<file path="config.mk">
export PLATFORM = sky130hd
export DESIGN_NAME = mrd_read_datapath
export DESIGN_NICKNAME = d
export VERILOG_FILES = /design/src/pkg/mrd_pkg.sv /design/src/verilog/mrd_rotator.sv /design/src/verilog/mrd_syndrome.sv /design/src/verilog/mrd_read_datapath.sv
export VERILOG_INCLUDE_DIRS = /design/src /design/src/pkg
export SDC_FILE = /design/constraint.sdc
export NUM_CORES = 1
export LEC_CHECK = 0
export ABC_AREA = 0
export ABC_CLOCK_PERIOD_IN_PS = 4800
export BUFFER_PORTS_ARGS = -buffer_cell sky130_fd_sc_hd__buf_2
export CELL_PAD_IN_SITES_DETAIL_PLACEMENT = 1
export CELL_PAD_IN_SITES_GLOBAL_PLACEMENT = 1
export CORE_MARGIN = 5
export CORE_UTILIZATION = 41
export CTS_CLUSTER_SIZE = 25
export DETAILED_ROUTE_END_ITERATION = 12
export PLACE_DENSITY = 0.77
export SLEW_MARGIN = 20
export SYNTH_ARGS = -nofsm -noshare
export SYNTH_HDL_FRONTEND = slang
export SYNTH_SLANG_ARGS = --single-unit
</file>
<file path="constraint.sdc">
create_clock -name i_clk -period 4.8 [get_ports i_clk]
set_input_delay 0.48 -clock i_clk [delete_from_list [all_inputs] [get_ports i_clk]]
set_output_delay 0.48 -clock i_clk [all_outputs]
set_load 0.01 [all_outputs]
</file>
<file path="src/pkg/mrd_defs.svh">
// constants for the memory read ecc datapath
// assumes one memory cycle clock; included by package and modules
`ifndef MRD_DEFS_SVH
`define MRD_DEFS_SVH

// ----------------------------------------
// widths
// ----------------------------------------
`define MRD_DATA_W   16
`define MRD_CHK_W    6
`define MRD_WORD_W   22
`define MRD_ACC_W    24
`define MRD_ROT_W    5
`define MRD_STACKS   3

// ----------------------------------------
// field positions
// ----------------------------------------
`define MRD_PAR_BIT  16
`define MRD_CHK_LSB  17
`define MRD_AWD_CHK  18

// ----------------------------------------
// syndrome code
// ----------------------------------------
`define MRD_DATA_WT  3
`define MRD_CHK_WT   1

`endif

</file>
<file path="src/pkg/mrd_pkg.sv">
// types and code helpers for the memory read ecc datapath
// assumes mrd_defs.svh is on the include path
`include "mrd_defs.svh"

package mrd_pkg;

  typedef logic [`MRD_DATA_W-1:0] mrd_data_t;
  typedef logic [`MRD_CHK_W-1:0]  mrd_chk_t;
  typedef logic [`MRD_WORD_W-1:0] mrd_word_t;
  typedef logic [`MRD_ACC_W-1:0]  mrd_acc_t;
  typedef logic [`MRD_ROT_W-1:0]  mrd_rot_t;

  typedef enum logic [1:0] {MRD_ERR_NONE, MRD_ERR_CHECK, MRD_ERR_DATA, MRD_ERR_MULTI} mrd_err_t;

  typedef enum logic [2:0] {MRD_PH_IDLE, MRD_PH_T0, MRD_PH_T1, MRD_PH_T2, MRD_PH_DATA} mrd_phase_t;

  // column of data bit i: the i-th weight-three code in ascending order
  function automatic mrd_chk_t mrd_hcol(input int i);
    int n;
    mrd_chk_t c;
    n = 0;
    c = '0;
    for (int v = 0; v < (1 << `MRD_CHK_W); v++) begin
      if ($countones(v[`MRD_CHK_W-1:0]) == `MRD_DATA_WT) begin
        if (n == i) c = v[`MRD_CHK_W-1:0];
        n++;
      end
    end
    return c;
  endfunction : mrd_hcol

  function automatic mrd_chk_t mrd_ecc(input mrd_data_t d);
    mrd_chk_t c;
    c = '0;
    for (int i = 0; i < `MRD_DATA_W; i++) begin
      if (d[i]) c = c ^ mrd_hcol(i);
    end
    return c;
  endfunction : mrd_ecc

endpackage : mrd_pkg

</file>
<file path="src/verilog/mrd_rotator.sv">
// 16-bit right rotator built as two levels of 4-way shifting
// assumes amount is steady within the cycle; purely combinational
`timescale 1ns/1ps
`include "mrd_defs.svh"

module mrd_rotator
  import mrd_pkg::*;
(
  // data
  input  wire logic [`MRD_DATA_W-1:0] i_data,
  input  wire logic [3:0]             i_amt,
  output logic      [`MRD_DATA_W-1:0] o_data
);
  import mrd_pkg::*;

  logic [2*`MRD_DATA_W-1:0] dbl1;
  logic [2*`MRD_DATA_W-1:0] dbl2;
  logic [`MRD_DATA_W-1:0]   lvl1;

  // first level: 0..3, second level: 0,4,8,12
  assign dbl1   = {i_data, i_data} >> i_amt[1:0];
  assign lvl1   = dbl1[`MRD_DATA_W-1:0];
  assign dbl2   = {lvl1, lvl1} >> {i_amt[3:2], 2'h0};
  assign o_data = dbl2[`MRD_DATA_W-1:0];

endmodule : mrd_rotator

</file>
<file path="src/verilog/mrd_syndrome.sv">
// syndrome generation, fast correction decode, full classification
// assumes storage bits arrive inverted; purely combinational
`timescale 1ns/1ps
`include "mrd_defs.svh"

module mrd_syndrome
  import mrd_pkg::*;
(
  // storage word, inverted
  input  wire logic [`MRD_WORD_W-1:0] i_raw_inverted_read_bit,
  input  wire logic                   i_corr_en,
  // results
  output logic      [`MRD_DATA_W-1:0] o_corrected_read_bit,
  output logic      [`MRD_CHK_W-1:0]  o_syndrome,
  output mrd_pkg::mrd_err_t           o_err_class
);
  import mrd_pkg::*;

  mrd_word_t true_word;
  mrd_data_t bit_correct_n;
  mrd_data_t col_hit;
  mrd_chk_t  data_par;
  logic      is_check;
  logic      is_data;

  assign true_word = ~i_raw_inverted_read_bit;
  assign data_par  = mrd_ecc(true_word[`MRD_DATA_W-1:0]);
  assign o_syndrome = data_par ^ true_word[`MRD_WORD_W-1:`MRD_DATA_W];

  // ----------------------------------------
  // fast decode and per-bit correction
  // ----------------------------------------
  // one compare per bit keeps it shallow; a multi-bit syndrome may hit one
  genvar gi;
  generate
    for (gi = 0; gi < `MRD_DATA_W; gi++) begin : g_bit
      assign col_hit[gi] = (o_syndrome == mrd_hcol(gi));
      assign bit_correct_n[gi] = ~(col_hit[gi] & i_corr_en);
      assign o_corrected_read_bit[gi] =
        i_raw_inverted_read_bit[gi] ^ bit_correct_n[gi];
    end
  endgenerate

  // ----------------------------------------
  // full decode
  // ----------------------------------------
  assign is_check = ($countones(o_syndrome) == `MRD_CHK_WT);
  assign is_data  = |col_hit;
  assign o_err_class = (o_syndrome == '0) ? MRD_ERR_NONE :
                       is_check ? MRD_ERR_CHECK :
                       is_data  ? MRD_ERR_DATA : MRD_ERR_MULTI;

endmodule : mrd_syndrome

</file>
<file path="src/verilog/mrd_read_datapath.sv">
// read-side data path of the memory base unit: correct, rotate, mask,
// accumulate, append parity; write data capture and merge
// assumes all inputs are produced on i_clk by the cycle control logic
`timescale 1ns/1ps
`include "mrd_defs.svh"

// Summary of operation
// - take 22-bit word, 16 data 6 check
// - read to accumulator, write to merge
// - stack data accepted from T3 onward
// - zero syndrome means no error
// - one-hot syndrome is check-bit error
// - 16 of the 20 weight-three syndromes name one data bit
// - any other syndrome is multi-bit error
// - fast decode may flip on multi-bit
// - full decode logs, inverts check on write
// - correction disable keeps detection alive
// - check-bit errors are never corrected
// - one xor per bit restores polarity
// - short fields right-justified, upper bits zero
// - right rotate 0..15 in two levels
// - mask high loads data, low holds
// - top byte check plus parity when asked
// - clear accumulator in T1 of every read cycle
// - unmasked upper bits stay zero
// - odd parity over data as bit 16
// - write data captured in T2
// - rotate, merge, generate check, load word
// - rotation amount is five bits
module mrd_read_datapath
  import mrd_pkg::*;
#(
  parameter int STACKS_MAX = `MRD_STACKS
) (
  // clock and reset
  input  wire logic                   i_clk,
  input  wire logic                   i_sys_rst,
  // cycle control
  input  wire logic                   i_cycle_start,
  input  wire logic                   i_op_read,
  input  wire logic                   i_op_write,
  input  wire logic                   i_op_fetch4,
  input  wire logic                   i_diag_read_write_op,
  input  wire logic                   i_corr_disable,
  // storage side
  input  wire logic                   i_stack_read_select,
  input  wire logic [`MRD_WORD_W-1:0] i_raw_inverted_read_bit,
  // field control
  input  wire logic [`MRD_ACC_W-1:0]  i_field_mask_lines,
  input  wire logic [`MRD_ROT_W-1:0]  i_rotate_amount,
  input  wire logic [`MRD_ACC_W-1:0]  i_write_data,
  // return side
  output logic      [`MRD_ACC_W-1:0]  o_read_accumulator,
  // write side
  output logic      [`MRD_ACC_W-1:0]  o_addr_writedata_reg,
  output logic      [`MRD_WORD_W-1:0] o_write_word_reg,
  output logic                        o_write_word_valid,
  output logic                        o_check_invert,
  // error log
  output logic      [7:0]             o_error_log_register,
  output logic                        o_error_log_update
);
  import mrd_pkg::*;

  generate
    if (STACKS_MAX < 1 || STACKS_MAX > `MRD_STACKS) begin : g_chk
      $error("STACKS_MAX must be 1 to 3");
    end
  endgenerate

  // ----------------------------------------
  // registers
  // ----------------------------------------
  mrd_phase_t phase_ff;
  mrd_phase_t nxt_phase;
  logic       op_rd_ff;
  logic       op_wr_ff;
  logic       op_f4_ff;
  logic       op_dg_ff;
  logic [1:0] stacks_ff;
  logic [1:0] nxt_stacks;
  mrd_acc_t   acc_ff;
  mrd_acc_t   nxt_acc;
  mrd_acc_t   addr_writedata_reg_ff;
  mrd_acc_t   nxt_addr_writedata_reg;
  mrd_word_t  wwr_ff;
  mrd_word_t  nxt_wwr;
  logic       wwr_vld_ff;
  logic       inv_ff;
  logic [7:0] error_log_register_ff;
  logic [7:0] nxt_error_log_register;
  logic       error_log_register_upd_ff;

  // ----------------------------------------
  // decode
  // ----------------------------------------
  logic      accept;
  logic      acc_load;
  logic      wr_load;
  logic      clear_acc;
  logic      corr_en;
  logic      hi_chk;
  logic      parity;
  logic      multi;
  logic      err_seen;
  logic      cap_wd;
  logic [3:0] wr_amt;
  mrd_data_t corrected;
  mrd_data_t rot_rd;
  mrd_data_t rot_wd;
  mrd_data_t merged;
  mrd_chk_t  syndrome;
  mrd_chk_t  gen_chk;
  mrd_chk_t  wr_chk;
  mrd_chk_t  chk_true;
  mrd_err_t  err_class;
  logic [7:0] hi_byte;

  // storage data only counts once the cycle reaches T3
  assign accept    = i_stack_read_select && (phase_ff == MRD_PH_DATA) &&
                     (op_rd_ff || op_wr_ff) &&
                     (32'(stacks_ff) < STACKS_MAX);
  assign acc_load  = accept && op_rd_ff;
  assign wr_load   = accept && op_wr_ff;
  assign clear_acc = (phase_ff == MRD_PH_T1) && op_rd_ff;
  assign cap_wd    = (phase_ff == MRD_PH_T2) && op_wr_ff;
  assign corr_en   = ~(i_corr_disable | op_dg_ff);
  assign hi_chk    = op_f4_ff | op_dg_ff;
  assign chk_true  = ~i_raw_inverted_read_bit[`MRD_WORD_W-1:`MRD_DATA_W];
  assign parity    = ~(^corrected);
  assign hi_byte   = {1'b0, chk_true, parity};
  assign multi     = (err_class == MRD_ERR_MULTI);
  assign err_seen  = accept && (err_class != MRD_ERR_NONE);
  assign wr_amt    = 4'(-i_rotate_amount[3:0]);

  // ----------------------------------------
  // correction and rotation
  // ----------------------------------------
  mrd_syndrome u_syn (
    .i_raw_inverted_read_bit (i_raw_inverted_read_bit),
    .i_corr_en               (corr_en),
    .o_corrected_read_bit    (corrected),
    .o_syndrome              (syndrome),
    .o_err_class             (err_class)
  );

  mrd_rotator u_rot_rd (
    .i_data (corrected),
    .i_amt  (i_rotate_amount[3:0]),
    .o_data (rot_rd)
  );

  // left rotate expressed as right rotate by the complement amount
  mrd_rotator u_rot_wd (
    .i_data (addr_writedata_reg_ff[`MRD_DATA_W-1:0]),
    .i_amt  (wr_amt),
    .o_data (rot_wd)
  );

  assign merged  = (i_field_mask_lines[`MRD_DATA_W-1:0] & rot_wd) |
                   (~i_field_mask_lines[`MRD_DATA_W-1:0] & corrected);
  assign gen_chk = mrd_ecc(merged) ^ {`MRD_CHK_W{multi}};
  assign wr_chk  = op_dg_ff ? addr_writedata_reg_ff[`MRD_ACC_W-1:`MRD_AWD_CHK] : gen_chk;
  assign nxt_wwr = wr_load ? {wr_chk, merged} : wwr_ff;

  // ----------------------------------------
  // masker, one mux per accumulator bit
  // ----------------------------------------
  genvar gk;
  generate
    for (gk = 0; gk < `MRD_ACC_W; gk++) begin : g_acc
      if (gk >= `MRD_PAR_BIT) begin : g_hi
        assign nxt_acc[gk] = clear_acc ? 1'b0 :
          (acc_load && hi_chk) ? hi_byte[gk-`MRD_PAR_BIT] :
          (acc_load && i_field_mask_lines[gk]) ? rot_rd[gk-`MRD_PAR_BIT] :
          acc_ff[gk];
      end else begin : g_lo
        assign nxt_acc[gk] = clear_acc ? 1'b0 :
          (acc_load && i_field_mask_lines[gk]) ? rot_rd[gk] :
          acc_ff[gk];
      end
    end
  endgenerate

  // ----------------------------------------
  // cycle phase
  // ----------------------------------------
  always_comb begin
    nxt_phase = phase_ff;
    // the start cycle itself is T0, so the register shows T1 next
    if (i_cycle_start) begin
      nxt_phase = MRD_PH_T1;
    end else begin
      unique case (phase_ff)
        MRD_PH_IDLE: nxt_phase = MRD_PH_IDLE;
        MRD_PH_T0:   nxt_phase = MRD_PH_T1;
        MRD_PH_T1:   nxt_phase = MRD_PH_T2;
        MRD_PH_T2:   nxt_phase = MRD_PH_DATA;
        MRD_PH_DATA: nxt_phase = MRD_PH_DATA;
      endcase
    end
  end

  assign nxt_stacks = i_cycle_start ? 2'h0 : (accept ? stacks_ff + 2'h1 : stacks_ff);
  assign nxt_addr_writedata_reg   = cap_wd ? i_write_data : addr_writedata_reg_ff;
  assign nxt_error_log_register   = err_seen ? {err_class, syndrome} : error_log_register_ff;

  always_ff @(posedge i_clk) begin
    if (i_sys_rst) begin
      phase_ff  <= MRD_PH_IDLE;
      stacks_ff <= 2'h0;
    end else begin
      phase_ff  <= nxt_phase;
      stacks_ff <= nxt_stacks;
    end
  end

  // ops latched at T0 so they hold for the whole cycle
  always_ff @(posedge i_clk) begin
    if (i_sys_rst) begin
      op_rd_ff <= 1'b0;
      op_wr_ff <= 1'b0;
      op_f4_ff <= 1'b0;
      op_dg_ff <= 1'b0;
    end else if (i_cycle_start) begin
      op_rd_ff <= i_op_read;
      op_wr_ff <= i_op_write;
      op_f4_ff <= i_op_fetch4;
      op_dg_ff <= i_diag_read_write_op;
    end
  end

  always_ff @(posedge i_clk) begin
    if (i_sys_rst) begin
      acc_ff      <= '0;
      addr_writedata_reg_ff     <= '0;
      wwr_ff      <= '0;
      wwr_vld_ff  <= 1'b0;
      inv_ff      <= 1'b0;
      error_log_register_ff     <= 8'h00;
      error_log_register_upd_ff <= 1'b0;
    end else begin
      acc_ff      <= nxt_acc;
      addr_writedata_reg_ff     <= nxt_addr_writedata_reg;
      wwr_ff      <= nxt_wwr;
      wwr_vld_ff  <= wr_load;
      inv_ff      <= wr_load ? multi : inv_ff;
      error_log_register_ff     <= nxt_error_log_register;
      error_log_register_upd_ff <= err_seen;
    end
  end

  assign o_read_accumulator   = acc_ff;
  assign o_addr_writedata_reg = addr_writedata_reg_ff;
  assign o_write_word_reg     = wwr_ff;
  assign o_write_word_valid   = wwr_vld_ff;
  assign o_check_invert       = inv_ff;
  assign o_error_log_register = error_log_register_ff;
  assign o_error_log_update   = error_log_register_upd_ff;
endmodule : mrd_read_datapath

</file>
==> reports/summary.txt, run 1 <==
Outcome = complete, no violations
Share of async-settable or async-resettable flops after synthesis = 0
Actual slew at the worst max-slew pin = 0.8867 ns
Synthesis-to-finish area growth = 19.67%
Critical-path top delay cell = sky130_fd_sc_hd__or4_1
Syn Std Cell Area = 6609 um2
Clk sink count = 90
Post-CTS Hold Fix Bufs = 0
Final Hold Violating Endpoints = 0
Kind of capture point of the worst setup path = register
Number of global-route vias before repair = 6231
GRT overflow = 0
Data required time at the worst endpoint = 5.10 ns
Global-route wire length before repair = 33690 um
Worst-path cell chain = buf_2 > xnor2_1 > xnor2_1 > xnor2_1 > xnor2_1 > ha_1 > fa_1 > ha_1 > or4_1 > nand2_1 > nor2_1 > xnor3_1 > xnor3_1 > o21ai_1 > o211a_1
Depth of the worst hold-timing path = 2
Routed WL per cell = 19.98 um
Vias after detailed routing = 5829
Die width = 137.0 um
Number of synthesized register bits = 90
Cell area after placement = 7604 um2
Estimated wirelength of the detail-placed design = 16610 um
DR vias/cell = 5.499
Synth warn = 0
Ratio of final minimum period to clock period = 0.9027
Pin count of the biggest net entering global routing = 66
Maximum fanout along the worst path = 6
GRT Total Usage = 0.2279
Largest stage delay, worst path = 0.58 ns
PnR worst setup slack = 0.4669 ns
Startpoint of the most critical register-to-register path = op_dg_ff
Setup repair after global routing missed its margin = no
Worst slew margin = 0.4072
Distinct cell type count of the synthesized netlist = 56
IR drop worst, VDD = 0.1868 mV
Hold slack = 0.3395 ns
FF-to-FF End = o_read_accumulator[19]
Most frequent cell on the critical path = sky130_fd_sc_hd__xnor2_1
Number of enable flip-flop cells after synthesis = 0
Critical path start-end classification = primary input to register
Count of standard-cell rows = 46
Depth of the CTS H-tree = 3
Area fraction of the dominant cell type after synthesis = 0.2726
R2R Setup Slk = 1.64 ns
Arrival time at the worst endpoint = 4.64 ns
Placeable Area = 15830 um2
TritonCTS clock tree = done
Setup fix buffers added after clock tree synthesis = 0
Post-route cell area = 7909 um2
Number of antenna violations at the first check in global routing = 2
Die outline height = 137.0 um
Starting density of the core = 0.4175
Clock transition at the register clock pins on the worst setup and hold paths after CTS = 0.07 ns
Count of max-cap constraint violations = 0
Clk Latency, worst-skew pair = 0.36 ns
Highest clock rate = 230.8 MHz
Most common cell after layout, fill and taps aside = sky130_fd_sc_hd__buf_2
Total clock buffers created by CTS = 9
Static Leakage = 0.003285 uW
Largest delay share family, worst path = XOR/XNOR gates
Commonest cells after routing, fill and taps aside = sky130_fd_sc_hd__buf_2, sky130_fd_sc_hd__nand2_1, sky130_fd_sc_hd__dfxtp_1, sky130_fd_sc_hd__mux2i_1, sky130_fd_sc_hd__xnor2_1
Kind of start point of the critical path = primary input
Count of final max-slew check failures = 0
Initial drt markers = 232
Die area = 18760 um2
Antenna Nets Post-Route = 0
Total power draw = 2881 uW
Dominant cell type by area after synthesis = sky130_fd_sc_hd__dfxtp_1
I/O Buffers = 163
CTS Root Buffer Type = sky130_fd_sc_hd__clkbuf_16
Final sum of negative setup slack = 0 ns
Number of instances in the synthesized netlist = 693
Net total in the final layout = 938
Number of gates given a new drive strength after cts = 0
Worst reg2reg path depth = 8
Source of the worst hold timing path = i_raw_inverted_read_bit[16]
First-pass iteration count of the detailed router = 5
Bufs and invs on worst path = 1
Endpoint of the worst hold-timing path = o_read_accumulator[17]
Shortest period the worst path allows = 4.333 ns
Clock tree buffer depth = 2
Sequential area share after synthesis = 0.2726
Share of layout cells above drive strength 1 = 0.2862
Power per standard cell area = 364.3 nW/um2
Number of ports placed on the die boundary = 165
Dominant synthesized flop cell = sky130_fd_sc_hd__dfxtp_1
Cell types occupying the most area after synthesis = sky130_fd_sc_hd__dfxtp_1, sky130_fd_sc_hd__mux2i_1, sky130_fd_sc_hd__mux4_2
Net count after synthesis = 794
Final estimated routing congestion in global placement = 0.8932
Type of the worst min-delay path = primary input to register
Wire length reported by the detailed router = 21180 um
Pre-CTS WS = 0.1554 ns
Worst clock skew on the final layout = 0.01231 ns
Synthesized area per cell = 9.537 um2
Number of remaining DRC errors = 0
Setup violation total in the final timing report = 0
-- worst register-to-register path: cells and delay by family (launching register included) --
family	cells	cell delay [ns]
compound gates	2	0.44
xor+xnor	1	0.61
flops	1	0.56
mux	3	0.91
simple gates	2	0.56
-- cell usage after synthesis (all sizes together), types with 12 or more instances --
cell / number
clkbuf: 29
nand3: 16
ha: 15
xor2: 18
dfxtp: 90
mux2i: 86
xnor2: 78
buf: 12
nand2: 94
nor2: 51
mux4: 32
a211oi: 23
a21oi: 48
-- cells by family (layout without fill, tap and decap cells) --
kind of cell,count (synthesis),count (layout),share of synthesized area
other cells,0,2,0
simple gates,197,197,0.1323
buf+inv,52,201,0.03427
flops,90,90,0.2726
compound gates,112,112,0.1098
mux,120,120,0.2524
fa+ha+maj,17,17,0.03446
xor+xnor,105,105,0.1641
-- per-stage QoR --
stage               utilization  std cells
global placement         0.4804       1042
finish                   0.4997       1060
detailed placement       0.4804       1042
floorplan                     -        693
global route             0.4997       1060
CTS                      0.4994       1058
-- where the power goes --
part           switching [uW]  internal, uW  leakage [uW]
Clock                     323           407      0.000144
Combinational             708           686       0.00242
Sequential               7.23           750      0.000726
Total                    1040          1840       0.00328
-- worst max path at each step --
stage | startpoint | end | slack (ns) | cells past startpoint
after floorplan | i_rotate_amount[0] | o_write_word_reg[19] | 0.78 | 15
after global placement | i_raw_inverted_read_bit[15] | o_write_word_reg[21] | 0.31 | 15
after detailed placement | i_raw_inverted_read_bit[7] | o_write_word_reg[21] | 0.16 | 15
after CTS | i_raw_inverted_read_bit[7] | o_write_word_reg[21] | 0.47 | 15
after global routing | i_raw_inverted_read_bit[7] | o_write_word_reg[21] | 0.28 | 15
final | i_raw_inverted_read_bit[7] | o_write_word_reg[21] | 0.47 | 15
-- metal layers --
metal | GRT usage | vias up | share of wire
met3 | 0.04007 | 38 | 0.065
met5 | 0 | - | 0
met1 | 0.2900 | 2821 | 0.43
met2 | 0.3858 | 211 | 0.47
li1 | - | 2759 | -
met4 | 0.08537 | 0 | 0.031
-- final cells by class --
class / instances / area (um2)
multi-input combinational: 551 / 4592
inverter: 11 / 41.29
tap: 216 / 270.3
clock buffer: 9 / 225.2
timing repair buffer: 174 / 898.4
antenna: 2 / 5.005
fill: 1839 / 7919
clock inverter: 7 / 75.07
sequential: 90 / 1802
(Power assumes the default switching activity.)
==> run 2: changes to the inputs <==
--- a/config.mk
+++ b/config.mk
@@ -11,12 +11,12 @@
 export BUFFER_PORTS_ARGS = -buffer_cell sky130_fd_sc_hd__buf_2
 export CELL_PAD_IN_SITES_DETAIL_PLACEMENT = 1
 export CELL_PAD_IN_SITES_GLOBAL_PLACEMENT = 1
-export CORE_MARGIN = 5
-export CORE_UTILIZATION = 41
+export CORE_UTILIZATION = 42
 export CTS_CLUSTER_SIZE = 25
 export DETAILED_ROUTE_END_ITERATION = 12
-export PLACE_DENSITY = 0.77
+export PLACE_DENSITY = 0.78
 export SLEW_MARGIN = 20
 export SYNTH_ARGS = -nofsm -noshare
 export SYNTH_HDL_FRONTEND = slang
+export SYNTH_HIERARCHICAL = 1
 export SYNTH_SLANG_ARGS = --single-unit
==> run 2 against run 1 <==
Register-to-register slack lost 0.03 ns. Die area shrank 10%. Critical endpoint is now o_write_word_reg[19]. Clock power shrank 5.1%. Global-route usage grew 3.8 points. Routed wire length grew 2.1%. Clock-buffer cell count grew 3. Largest power group unchanged. Critical path type unchanged. Clock skew shrank 0.0052 ns. Sequential cell count is the same. Via count grew 4.0%.
==> reports/summary.txt, run 2 <==
Shortest period the worst path allows = 4.572 ns (was 4.333 ns)
Count of final max-slew check failures = 0 (unchanged)
Worst reg2reg path depth = 10 (was 8)
CTS Root Buffer Type = sky130_fd_sc_hd__clkbuf_16 (unchanged)
Source of the worst hold timing path = i_raw_inverted_read_bit[18] (was i_raw_inverted_read_bit[16])
Depth of the worst hold-timing path = 2 (unchanged)
Highest clock rate = 218.7 MHz (was 230.8 MHz)
Routed WL per cell = 20.18 um (was 19.98 um)
Count of standard-cell rows = 46 (unchanged)
Clk Latency, worst-skew pair = 0.36 ns (about the same)
Arrival time at the worst endpoint = 4.85 ns (was 4.64 ns)
First-pass iteration count of the detailed router = 5 (unchanged)
Antenna Nets Post-Route = 0 (unchanged)
Net Sw Power = 1199 uW (was 1038 uW)
Kind of capture point of the worst setup path = register (unchanged)
Starting density of the core = 0.4312 (was 0.4175)
Depth of the CTS H-tree = 3 (unchanged)
Leading cell type by number of instances after synthesis = sky130_fd_sc_hd__nand2_1 (unchanged)
Clock tree buffer depth = 2 (unchanged)
Synth warn = 6 (was 0)
Startpoint of the most critical register-to-register path = op_dg_ff (unchanged)
Dominant cell type by area after synthesis = sky130_fd_sc_hd__dfxtp_1 (unchanged)
Sequential cell fraction of total power = 0.236 (was 0.263)
Setup violation total in the final timing report = 0 (unchanged)
Critical path start-end classification = primary input to register (unchanged)
Clock power frac = 0.217 (was 0.254)
Number of synthesized register bits = 90 (unchanged)
Final estimated routing congestion in global placement = 0.8656 (was 0.8932)
Logic pwr share = 0.547 (was 0.484)
Synthesized area per cell = 10.04 um2 (was 9.537 um2)
Pin count of the biggest net entering global routing = 68 (was 66)
Number of enable flip-flop cells after synthesis = 0 (unchanged)
FF-to-FF End = o_read_accumulator[21] (was o_read_accumulator[19])
Cell types occupying the most area after synthesis = sky130_fd_sc_hd__dfxtp_1, sky130_fd_sc_hd__mux4_2, sky130_fd_sc_hd__xnor2_1 (was sky130_fd_sc_hd__dfxtp_1, sky130_fd_sc_hd__mux2i_1, sky130_fd_sc_hd__mux4_2)
Area fraction of the dominant cell type after synthesis = 0.2631 (was 0.2726)
GRT overflow = 0 (unchanged)
Die width = 129.7 um (was 137.0 um)
Commonest cells after routing, fill and taps aside = sky130_fd_sc_hd__buf_2, sky130_fd_sc_hd__nand2_1, sky130_fd_sc_hd__dfxtp_1, sky130_fd_sc_hd__xnor2_1, sky130_fd_sc_hd__nor2_1 (was sky130_fd_sc_hd__buf_2, sky130_fd_sc_hd__nand2_1, sky130_fd_sc_hd__dfxtp_1, sky130_fd_sc_hd__mux2i_1, sky130_fd_sc_hd__xnor2_1)
Total power draw = 3206 uW (was 2881 uW)
TritonCTS clock tree = done (unchanged)
Actual slew at the worst max-slew pin = 0.8927 ns (was 0.8867 ns)
Dominant synthesized flop cell = sky130_fd_sc_hd__dfxtp_1 (unchanged)
DR vias/cell = 5.662 (was 5.499)
Leading cell types by count after synthesis = sky130_fd_sc_hd__nand2_1, sky130_fd_sc_hd__dfxtp_1, sky130_fd_sc_hd__xnor2_1 (was sky130_fd_sc_hd__nand2_1, sky130_fd_sc_hd__dfxtp_1, sky130_fd_sc_hd__mux2i_1)
Design internal power = 2006 uW (was 1843 uW)
Type of the worst min-delay path = primary input to register (unchanged)
Number of antenna violations at the first check in global routing = 1 (was 2)
Outcome = complete, no violations (unchanged)
Placeable Area = 15890 um2 (was 15830 um2)
Wire length reported by the detailed router = 21610 um (was 21180 um)
R2R Setup Slk = 1.61 ns (was 1.64 ns)
Count of max-cap constraint violations = 0 (unchanged)
Ratio of final minimum period to clock period = 0.9524 (was 0.9027)
Share of total power consumed by net switching = 0.3742 (was 0.3604)
Clk sink count = 90 (unchanged)
I/O Buffers = 163 (unchanged)
Most common cell after layout, fill and taps aside = sky130_fd_sc_hd__buf_2 (unchanged)
Share of async-settable or async-resettable flops after synthesis = 0 (unchanged)
Worst slew margin = 0.4032 (was 0.4072)
Number of standard cells in the final layout excluding fillers = 1071 (was 1060)
Net total in the final layout = 944 (was 938)
Net count after synthesis = 776 (was 794)
Kind of start point of the critical path = primary input (unchanged)
Worst clock skew on the final layout = 0.007094 ns (was 0.01231 ns)
Clock transition at the register clock pins on the worst setup and hold paths after CTS = 0.06 ns (was 0.07 ns)
Number of instances in the synthesized netlist = 682 (was 693)
Die outline height = 129.7 um (was 137.0 um)
Distinct cell type count of the synthesized netlist = 55 (was 56)
Number of global-route vias before repair = 6197 (was 6231)
Syn Std Cell Area = 6849 um2 (was 6609 um2)
IR drop worst, VDD = 0.2093 mV (was 0.1868 mV)
Power per standard cell area = 386.4 nW/um2 (was 364.3 nW/um2)
Number of remaining DRC errors = 0 (unchanged)
Final Hold Violating Endpoints = 0 (unchanged)
Cell Count Post-Placement = 1054 (was 1042)
Synthesis-to-finish area growth = 21.14% (was 19.67%)
Static Leakage = 0.003419 uW (was 0.003285 uW)
Sequential area share after synthesis = 0.2631 (was 0.2726)
Number of ports placed on the die boundary = 165 (unchanged)
Global-route wire length before repair = 33640 um (was 33690 um)
Total clock buffers created by CTS = 9 (unchanged)
Vias after detailed routing = 6064 (was 5829)
Estimated wirelength of the detail-placed design = 16820 um (was 16610 um)
Data required time at the worst endpoint = 5.08 ns (was 5.10 ns)
GRT Total Usage = 0.2655 (was 0.2279)
Die area = 16820 um2 (was 18760 um2)
Endpoint of the worst hold-timing path = o_read_accumulator[19] (was o_read_accumulator[17])
Share of layout cells above drive strength 1 = 0.3326 (was 0.2862)
Initial drt markers = 341 (was 232)
Maximum fanout along the worst path = 3 (was 6)
run 2: critical path: stages:
cell	delay (ns)
sky130_fd_sc_hd__buf_2	0.12
sky130_fd_sc_hd__xnor3_2	0.41
sky130_fd_sc_hd__xor3_2	0.45
sky130_fd_sc_hd__nand2_1	0.10
sky130_fd_sc_hd__nand2_1	0.10
sky130_fd_sc_hd__fa_1	0.54
sky130_fd_sc_hd__fa_1	0.43
sky130_fd_sc_hd__ha_1	0.21
sky130_fd_sc_hd__fa_1	0.45
sky130_fd_sc_hd__nor2_2	0.12
sky130_fd_sc_hd__nand2_1	0.07
sky130_fd_sc_hd__nor2_1	0.11
sky130_fd_sc_hd__a31o_1	0.15
sky130_fd_sc_hd__nand2_2	0.09
sky130_fd_sc_hd__buf_4	0.17
sky130_fd_sc_hd__xor2_4	0.16
sky130_fd_sc_hd__xnor2_2	0.26
sky130_fd_sc_hd__xnor2_1	0.10
sky130_fd_sc_hd__o21a_1	0.18
sky130_fd_sc_hd__nor3_2	0.15
run 2: timing repair:
item | in CTS | in global routing
resized for setup | 0 | 9
buffers inserted | 0 | 1
endpoints found under the hold margin | 0 | 0
hold buffers | 0 | 0
setup endpoints to repair | 0 | 6
run 2: worst max path at each step:
stage / cells after the start / start / endpoint / slack [ns]
floorplan: 18 / i_raw_inverted_read_bit[1] / o_write_word_reg[18] / 0.004
global placement: 19 / i_raw_inverted_read_bit[1] / o_write_word_reg[18] / -0.15
detailed placement: 19 / i_raw_inverted_read_bit[1] / o_write_word_reg[18] / -0.30
CTS: 20 / i_raw_inverted_read_bit[11] / o_write_word_reg[18] / 0.05
global route: 20 / i_raw_inverted_read_bit[1] / o_write_word_reg[19] / -0.0005
finish: 20 / i_raw_inverted_read_bit[1] / o_write_word_reg[19] / 0.23
run 2: power by group through the flow:
stage | Sequential [uW] | Clock (uW) | Combinational, uW
after global routing | 757 | 733 | 1880
after floorplan | 771 | 0 | 1110
after detailed placement | 773 | 0 | 1610
after CTS | 756 | 712 | 1620
after global placement | 773 | 0 | 1540
final | 757 | 694 | 1750
run 2: stage by stage:
step,TNS (ns),cell area (um2),setup WS [ns],hold WS (ns),util
after floorplan,0,6849,0.003886,0.4805,-
after global placement,-0.5343,7946,-0.1545,0.4401,0.5002
after detailed placement,-1.540,7946,-0.3048,0.4465,0.5002
after CTS,0,8227,0.04619,0.3392,0.5179
after global routing,-0.0004814,8297,-0.0004814,0.3481,0.5223
final,0,8297,0.2283,0.3447,0.5223
run 2: cell type report:
type	instances	area (um2)
Clock inverter	3	23.77
Sequential cell	90	1802
Antenna cell	1	2.502
Timing Repair Buffer	202	1109
Fill cell	1854	7589
Clock buffer	12	256.5
Tap cell	216	270.3
Multi-Input combinational cell	538	4800
Inverter	9	33.78
run 2: logic make-up (layout without fill, tap and decap cells):
family / after synthesis / after routing / synth area share
adders and majority gates: 10 / 10 / 0.02156
xor gates and xnor gates: 104 / 104 / 0.1613
and+or+nand+nor: 223 / 223 / 0.1430
DFF: 90 / 90 / 0.2631
AOI/OAI and AO/OA: 108 / 108 / 0.09573
muxes: 93 / 93 / 0.2693
other: 0 / 1 / 0
buffers and inverters: 54 / 226 / 0.04604
run 2: per-layer routing:
| layer | GRT usage | routed length (um) | share of wire | vias to the layer above |
|---|---|---|---|---|
| met4 | 0.1067 | 546 | 0.025 | 0 |
| met2 | 0.4413 | 10470 | 0.48 | 211 |
| li1 | - | - | - | 2822 |
| met5 | 0 | 0 | 0 | - |
| met1 | 0.3434 | 9301 | 0.43 | 2994 |
| met3 | 0.04756 | 1295 | 0.060 | 37 |
==> run 3: changes to the inputs <==
--- a/config.mk
+++ b/config.mk
@@ -7,14 +7,14 @@
 export NUM_CORES = 1
 export LEC_CHECK = 0
 export ABC_AREA = 0
-export ABC_CLOCK_PERIOD_IN_PS = 4800
+export ABC_CLOCK_PERIOD_IN_PS = 4300
 export BUFFER_PORTS_ARGS = -buffer_cell sky130_fd_sc_hd__buf_2
 export CELL_PAD_IN_SITES_DETAIL_PLACEMENT = 1
 export CELL_PAD_IN_SITES_GLOBAL_PLACEMENT = 1
 export CORE_UTILIZATION = 42
 export CTS_CLUSTER_SIZE = 25
 export DETAILED_ROUTE_END_ITERATION = 12
-export PLACE_DENSITY = 0.78
+export PLACE_DENSITY_LB_ADDON = 0.1
 export SLEW_MARGIN = 20
 export SYNTH_ARGS = -nofsm -noshare
 export SYNTH_HDL_FRONTEND = slang
==> constraint.sdc (replaced) <==
create_clock -name i_clk -period 4.3 [get_ports i_clk]
set_input_delay 0.43 -clock i_clk [delete_from_list [all_inputs] [get_ports i_clk]]
set_output_delay 0.43 -clock i_clk [all_outputs]
set_load 0.01 [all_outputs]
==> run 3 against run 2 <==
The flow now finishes with violations (setup timing). Worst hold slack worse by 0.063 ns. Non-clock buffer count grew 23. Clock-buffer cell count decreased by 2. Die area did not move. Final cell count is 2.2% higher. Combinational power increased by 24%. Sequential power is 12% higher. First-iteration DRC count is 32% lower. Largest cell class unchanged.
==> reports/summary.txt, run 3 (same netlist as run 2, synthesis figures left out) <==
DR vias/cell = 5.609 (was 5.662)
Pre-CTS WS = -0.4459 ns (was -0.3048 ns)
Wire length reported by the detailed router = 21920 um (was 21610 um)
Setup repair after global routing missed its margin = yes
Count of standard-cell rows = 46 (unchanged)
Final sum of negative setup slack = -0.4165 ns (was 0 ns)
TritonCTS clock tree = done (unchanged)
Starting density of the core = 0.4312 (unchanged)
Estimated wirelength of the detail-placed design = 16920 um (was 16820 um)
Arrival time at the worst endpoint = 4.64 ns (was 4.85 ns)
Share of total power consumed by net switching = 0.3819 (was 0.3742)
Sequential cell fraction of total power = 0.224 (was 0.236)
Count of max-cap constraint violations = 0 (unchanged)
Placeable Area = 15890 um2 (unchanged)
Cell Count Post-Placement = 1071 (was 1054)
Most common cell after layout, fill and taps aside = sky130_fd_sc_hd__buf_2 (unchanged)
Count of final max-slew check failures = 0 (unchanged)
Net total in the final layout = 967 (was 944)
Final estimated routing congestion in global placement = 0.8695 (was 0.8656)
Clock transition at the register clock pins on the worst setup and hold paths after CTS = 0.07 ns (was 0.06 ns)
Synthesis-to-finish area growth = 26.34% (was 21.14%)
Number of global-route vias before repair = 6274 (was 6197)
Setup violation total in the final timing report = 5 (was 0)
Vias after detailed routing = 6142 (was 6064)
Type of the worst min-delay path = primary input to register (unchanged)
Kind of start point of the critical path = primary input (unchanged)
Number of antenna violations at the first check in global routing = 1 (unchanged)
Number of remaining DRC errors = 0 (unchanged)
Die width = 129.7 um (unchanged)
Global-route wire length before repair = 34210 um (was 33640 um)
Total clock buffers created by CTS = 9 (unchanged)
GRT Total Usage = 0.2685 (was 0.2655)
GRT overflow = 0 (unchanged)
Die outline height = 129.7 um (unchanged)
Data required time at the worst endpoint = 4.52 ns (was 5.08 ns)
Total power draw = 3775 uW (was 3206 uW)
Layout filler cell count = 1849 (was 1854)
Worst clock skew on the final layout = 0.008608 ns (was 0.007094 ns)
Power per standard cell area = 436.3 nW/um2 (was 386.4 nW/um2)
Routed WL per cell = 20.01 um (was 20.18 um)
Outcome = finished with violations (was complete, no violations)
Final Hold Violating Endpoints = 0 (unchanged)
Highest clock rate = 226.4 MHz
Pin count of the biggest net entering global routing = 67 (was 68)
Area occupied by registers = 1802 um2 (unchanged)
Design internal power = 2334 uW (was 2006 uW)
Antenna Nets Post-Route = 0 (unchanged)
Net Sw Power = 1442 uW (was 1199 uW)
Critical path start-end classification = primary input to register (unchanged)
Share of layout cells above drive strength 1 = 0.3724 (was 0.3326)
Maximum fanout along the worst path = 3 (unchanged)
Logic pwr share = 0.575 (was 0.547)
Kind of capture point of the worst setup path = register (unchanged)
Number of ports placed on the die boundary = 165 (unchanged)
First-pass iteration count of the detailed router = 5 (unchanged)
Commonest cells after routing, fill and taps aside = sky130_fd_sc_hd__buf_2, sky130_fd_sc_hd__nand2_1, sky130_fd_sc_hd__dfxtp_1, sky130_fd_sc_hd__buf_4 (was sky130_fd_sc_hd__buf_2, sky130_fd_sc_hd__nand2_1, sky130_fd_sc_hd__dfxtp_1, sky130_fd_sc_hd__xnor2_1, sky130_fd_sc_hd__nor2_1)
Die area = 16820 um2 (unchanged)
I/O Buffers = 163 (unchanged)
IR drop worst, VDD = 0.2901 mV (was 0.2093 mV)
Clk sink count = 90 (unchanged)
Clock power frac = 0.202 (was 0.217)
Violated checks = setup timing
Static Leakage = 0.003601 uW (was 0.003419 uW)
Clock tree buffer depth = 2 (unchanged)
Shortest period the worst path allows = 4.417 ns
CTS Root Buffer Type = sky130_fd_sc_hd__clkbuf_16 (unchanged)
Depth of the CTS H-tree = 3 (unchanged)
Ratio of final minimum period to clock period = 1.027
PnR worst setup slack = -0.1169 ns (was 0.2283 ns)
Area of the multi-input gates = 4936 um2 (was 4800 um2)
Clk Latency, worst-skew pair = 0.35 ns (was 0.36 ns)
Initial drt markers = 233 (was 341)
Number of standard cells in the final layout excluding fillers = 1095 (was 1071)
Worst slew margin = 0.3854 (was 0.4032)
Actual slew at the worst max-slew pin = 0.9193 ns (was 0.8927 ns)
## run 3: power groups by stage
| stage | Sequential (uW) | Combinational (uW) | Clock, uW |
|---|---|---|---|
| 2_1_floorplan | 861 | 1270 | 0 |
| 3_3_place_gp | 863 | 1710 | 0 |
| 3_5_place_dp | 864 | 1770 | 0 |
| 4_1_cts | 844 | 1980 | 782 |
| 5_1_grt | 845 | 2320 | 810 |
| 6_report | 845 | 2170 | 761 |
## run 3: final cells by class
type,instances,share of cell area
inverters,9,0.003904
clock buffers,10,0.02646
repair buffers,225,0.1540
flip-flops and latches,90,0.2082
well taps,216,0.03123
clock inverters,6,0.005495
multi-input cells,538,0.5704
diodes,1,0.0002892
## run 3: per-layer routing
metal / up-vias / part of all wire / global-route usage / wire length, um
met5: - / 0 / 0 / 0
met4: 0 / 0.012 / 0.08960 / 269
met3: 18 / 0.055 / 0.04182 / 1215
met2: 220 / 0.50 / 0.4564 / 10970
met1: 3041 / 0.43 / 0.3496 / 9464
li1: 2863 / - / - / -
## run 3: metrics by stage
| stage | util | hold slack [ns] | area [um2] |
|---|---|---|---|
| 2_1_floorplan | - | 0.4805 | 6908 |
| 3_3_place_gp | 0.5123 | 0.4398 | 8138 |
| 3_5_place_dp | 0.5123 | 0.4460 | 8138 |
| 4_1_cts | 0.5379 | 0.2734 | 8544 |
| 5_1_grt | 0.5447 | 0.3004 | 8653 |
| 6_report | 0.5447 | 0.2819 | 8653 |
## run 3: critical path, stage by stage
cell and delay, ns:
sky130_fd_sc_hd__buf_6 0.07, sky130_fd_sc_hd__xnor3_2 0.44, sky130_fd_sc_hd__xnor3_2 0.40, sky130_fd_sc_hd__nand2_2 0.10, sky130_fd_sc_hd__nand2_2 0.07, sky130_fd_sc_hd__fa_1 0.52, sky130_fd_sc_hd__fa_1 0.43, sky130_fd_sc_hd__ha_2 0.20
sky130_fd_sc_hd__fa_1 0.46, sky130_fd_sc_hd__nor2_2 0.15, sky130_fd_sc_hd__nand2_1 0.06, sky130_fd_sc_hd__nor2_1 0.08, sky130_fd_sc_hd__a31o_1 0.15, sky130_fd_sc_hd__nand2_2 0.10, sky130_fd_sc_hd__buf_4 0.17, sky130_fd_sc_hd__xor2_4 0.17
sky130_fd_sc_hd__xnor2_2 0.19, sky130_fd_sc_hd__xnor2_1 0.23, sky130_fd_sc_hd__o21a_1 0.16, sky130_fd_sc_hd__nor3_2 0.04
## run 3: timing repair
action                                  4_1_cts  5_1_grt
resized for setup                            17       16
endpoints found under the hold margin         0        0
pin swaps                                     5       18
endpoints found under the setup margin        6       14
hold buffers                                  0        0
buffers inserted                              4        5
## run 3: path summary, 6_finish.rpt
path / startpoint / end / slack, ns / cells after the start
worst max-delay path: i_raw_inverted_read_bit[8] / o_write_word_reg[17] / -0.12 / 20
worst min-delay path: i_raw_inverted_read_bit[18] / o_read_accumulator[19] / 0.28 / 2
worst max register to register: op_dg_ff / o_read_accumulator[17] / 1.11 / 10
worst min register to register: o_read_accumulator[3] / o_read_accumulator[3] / 0.45 / 2
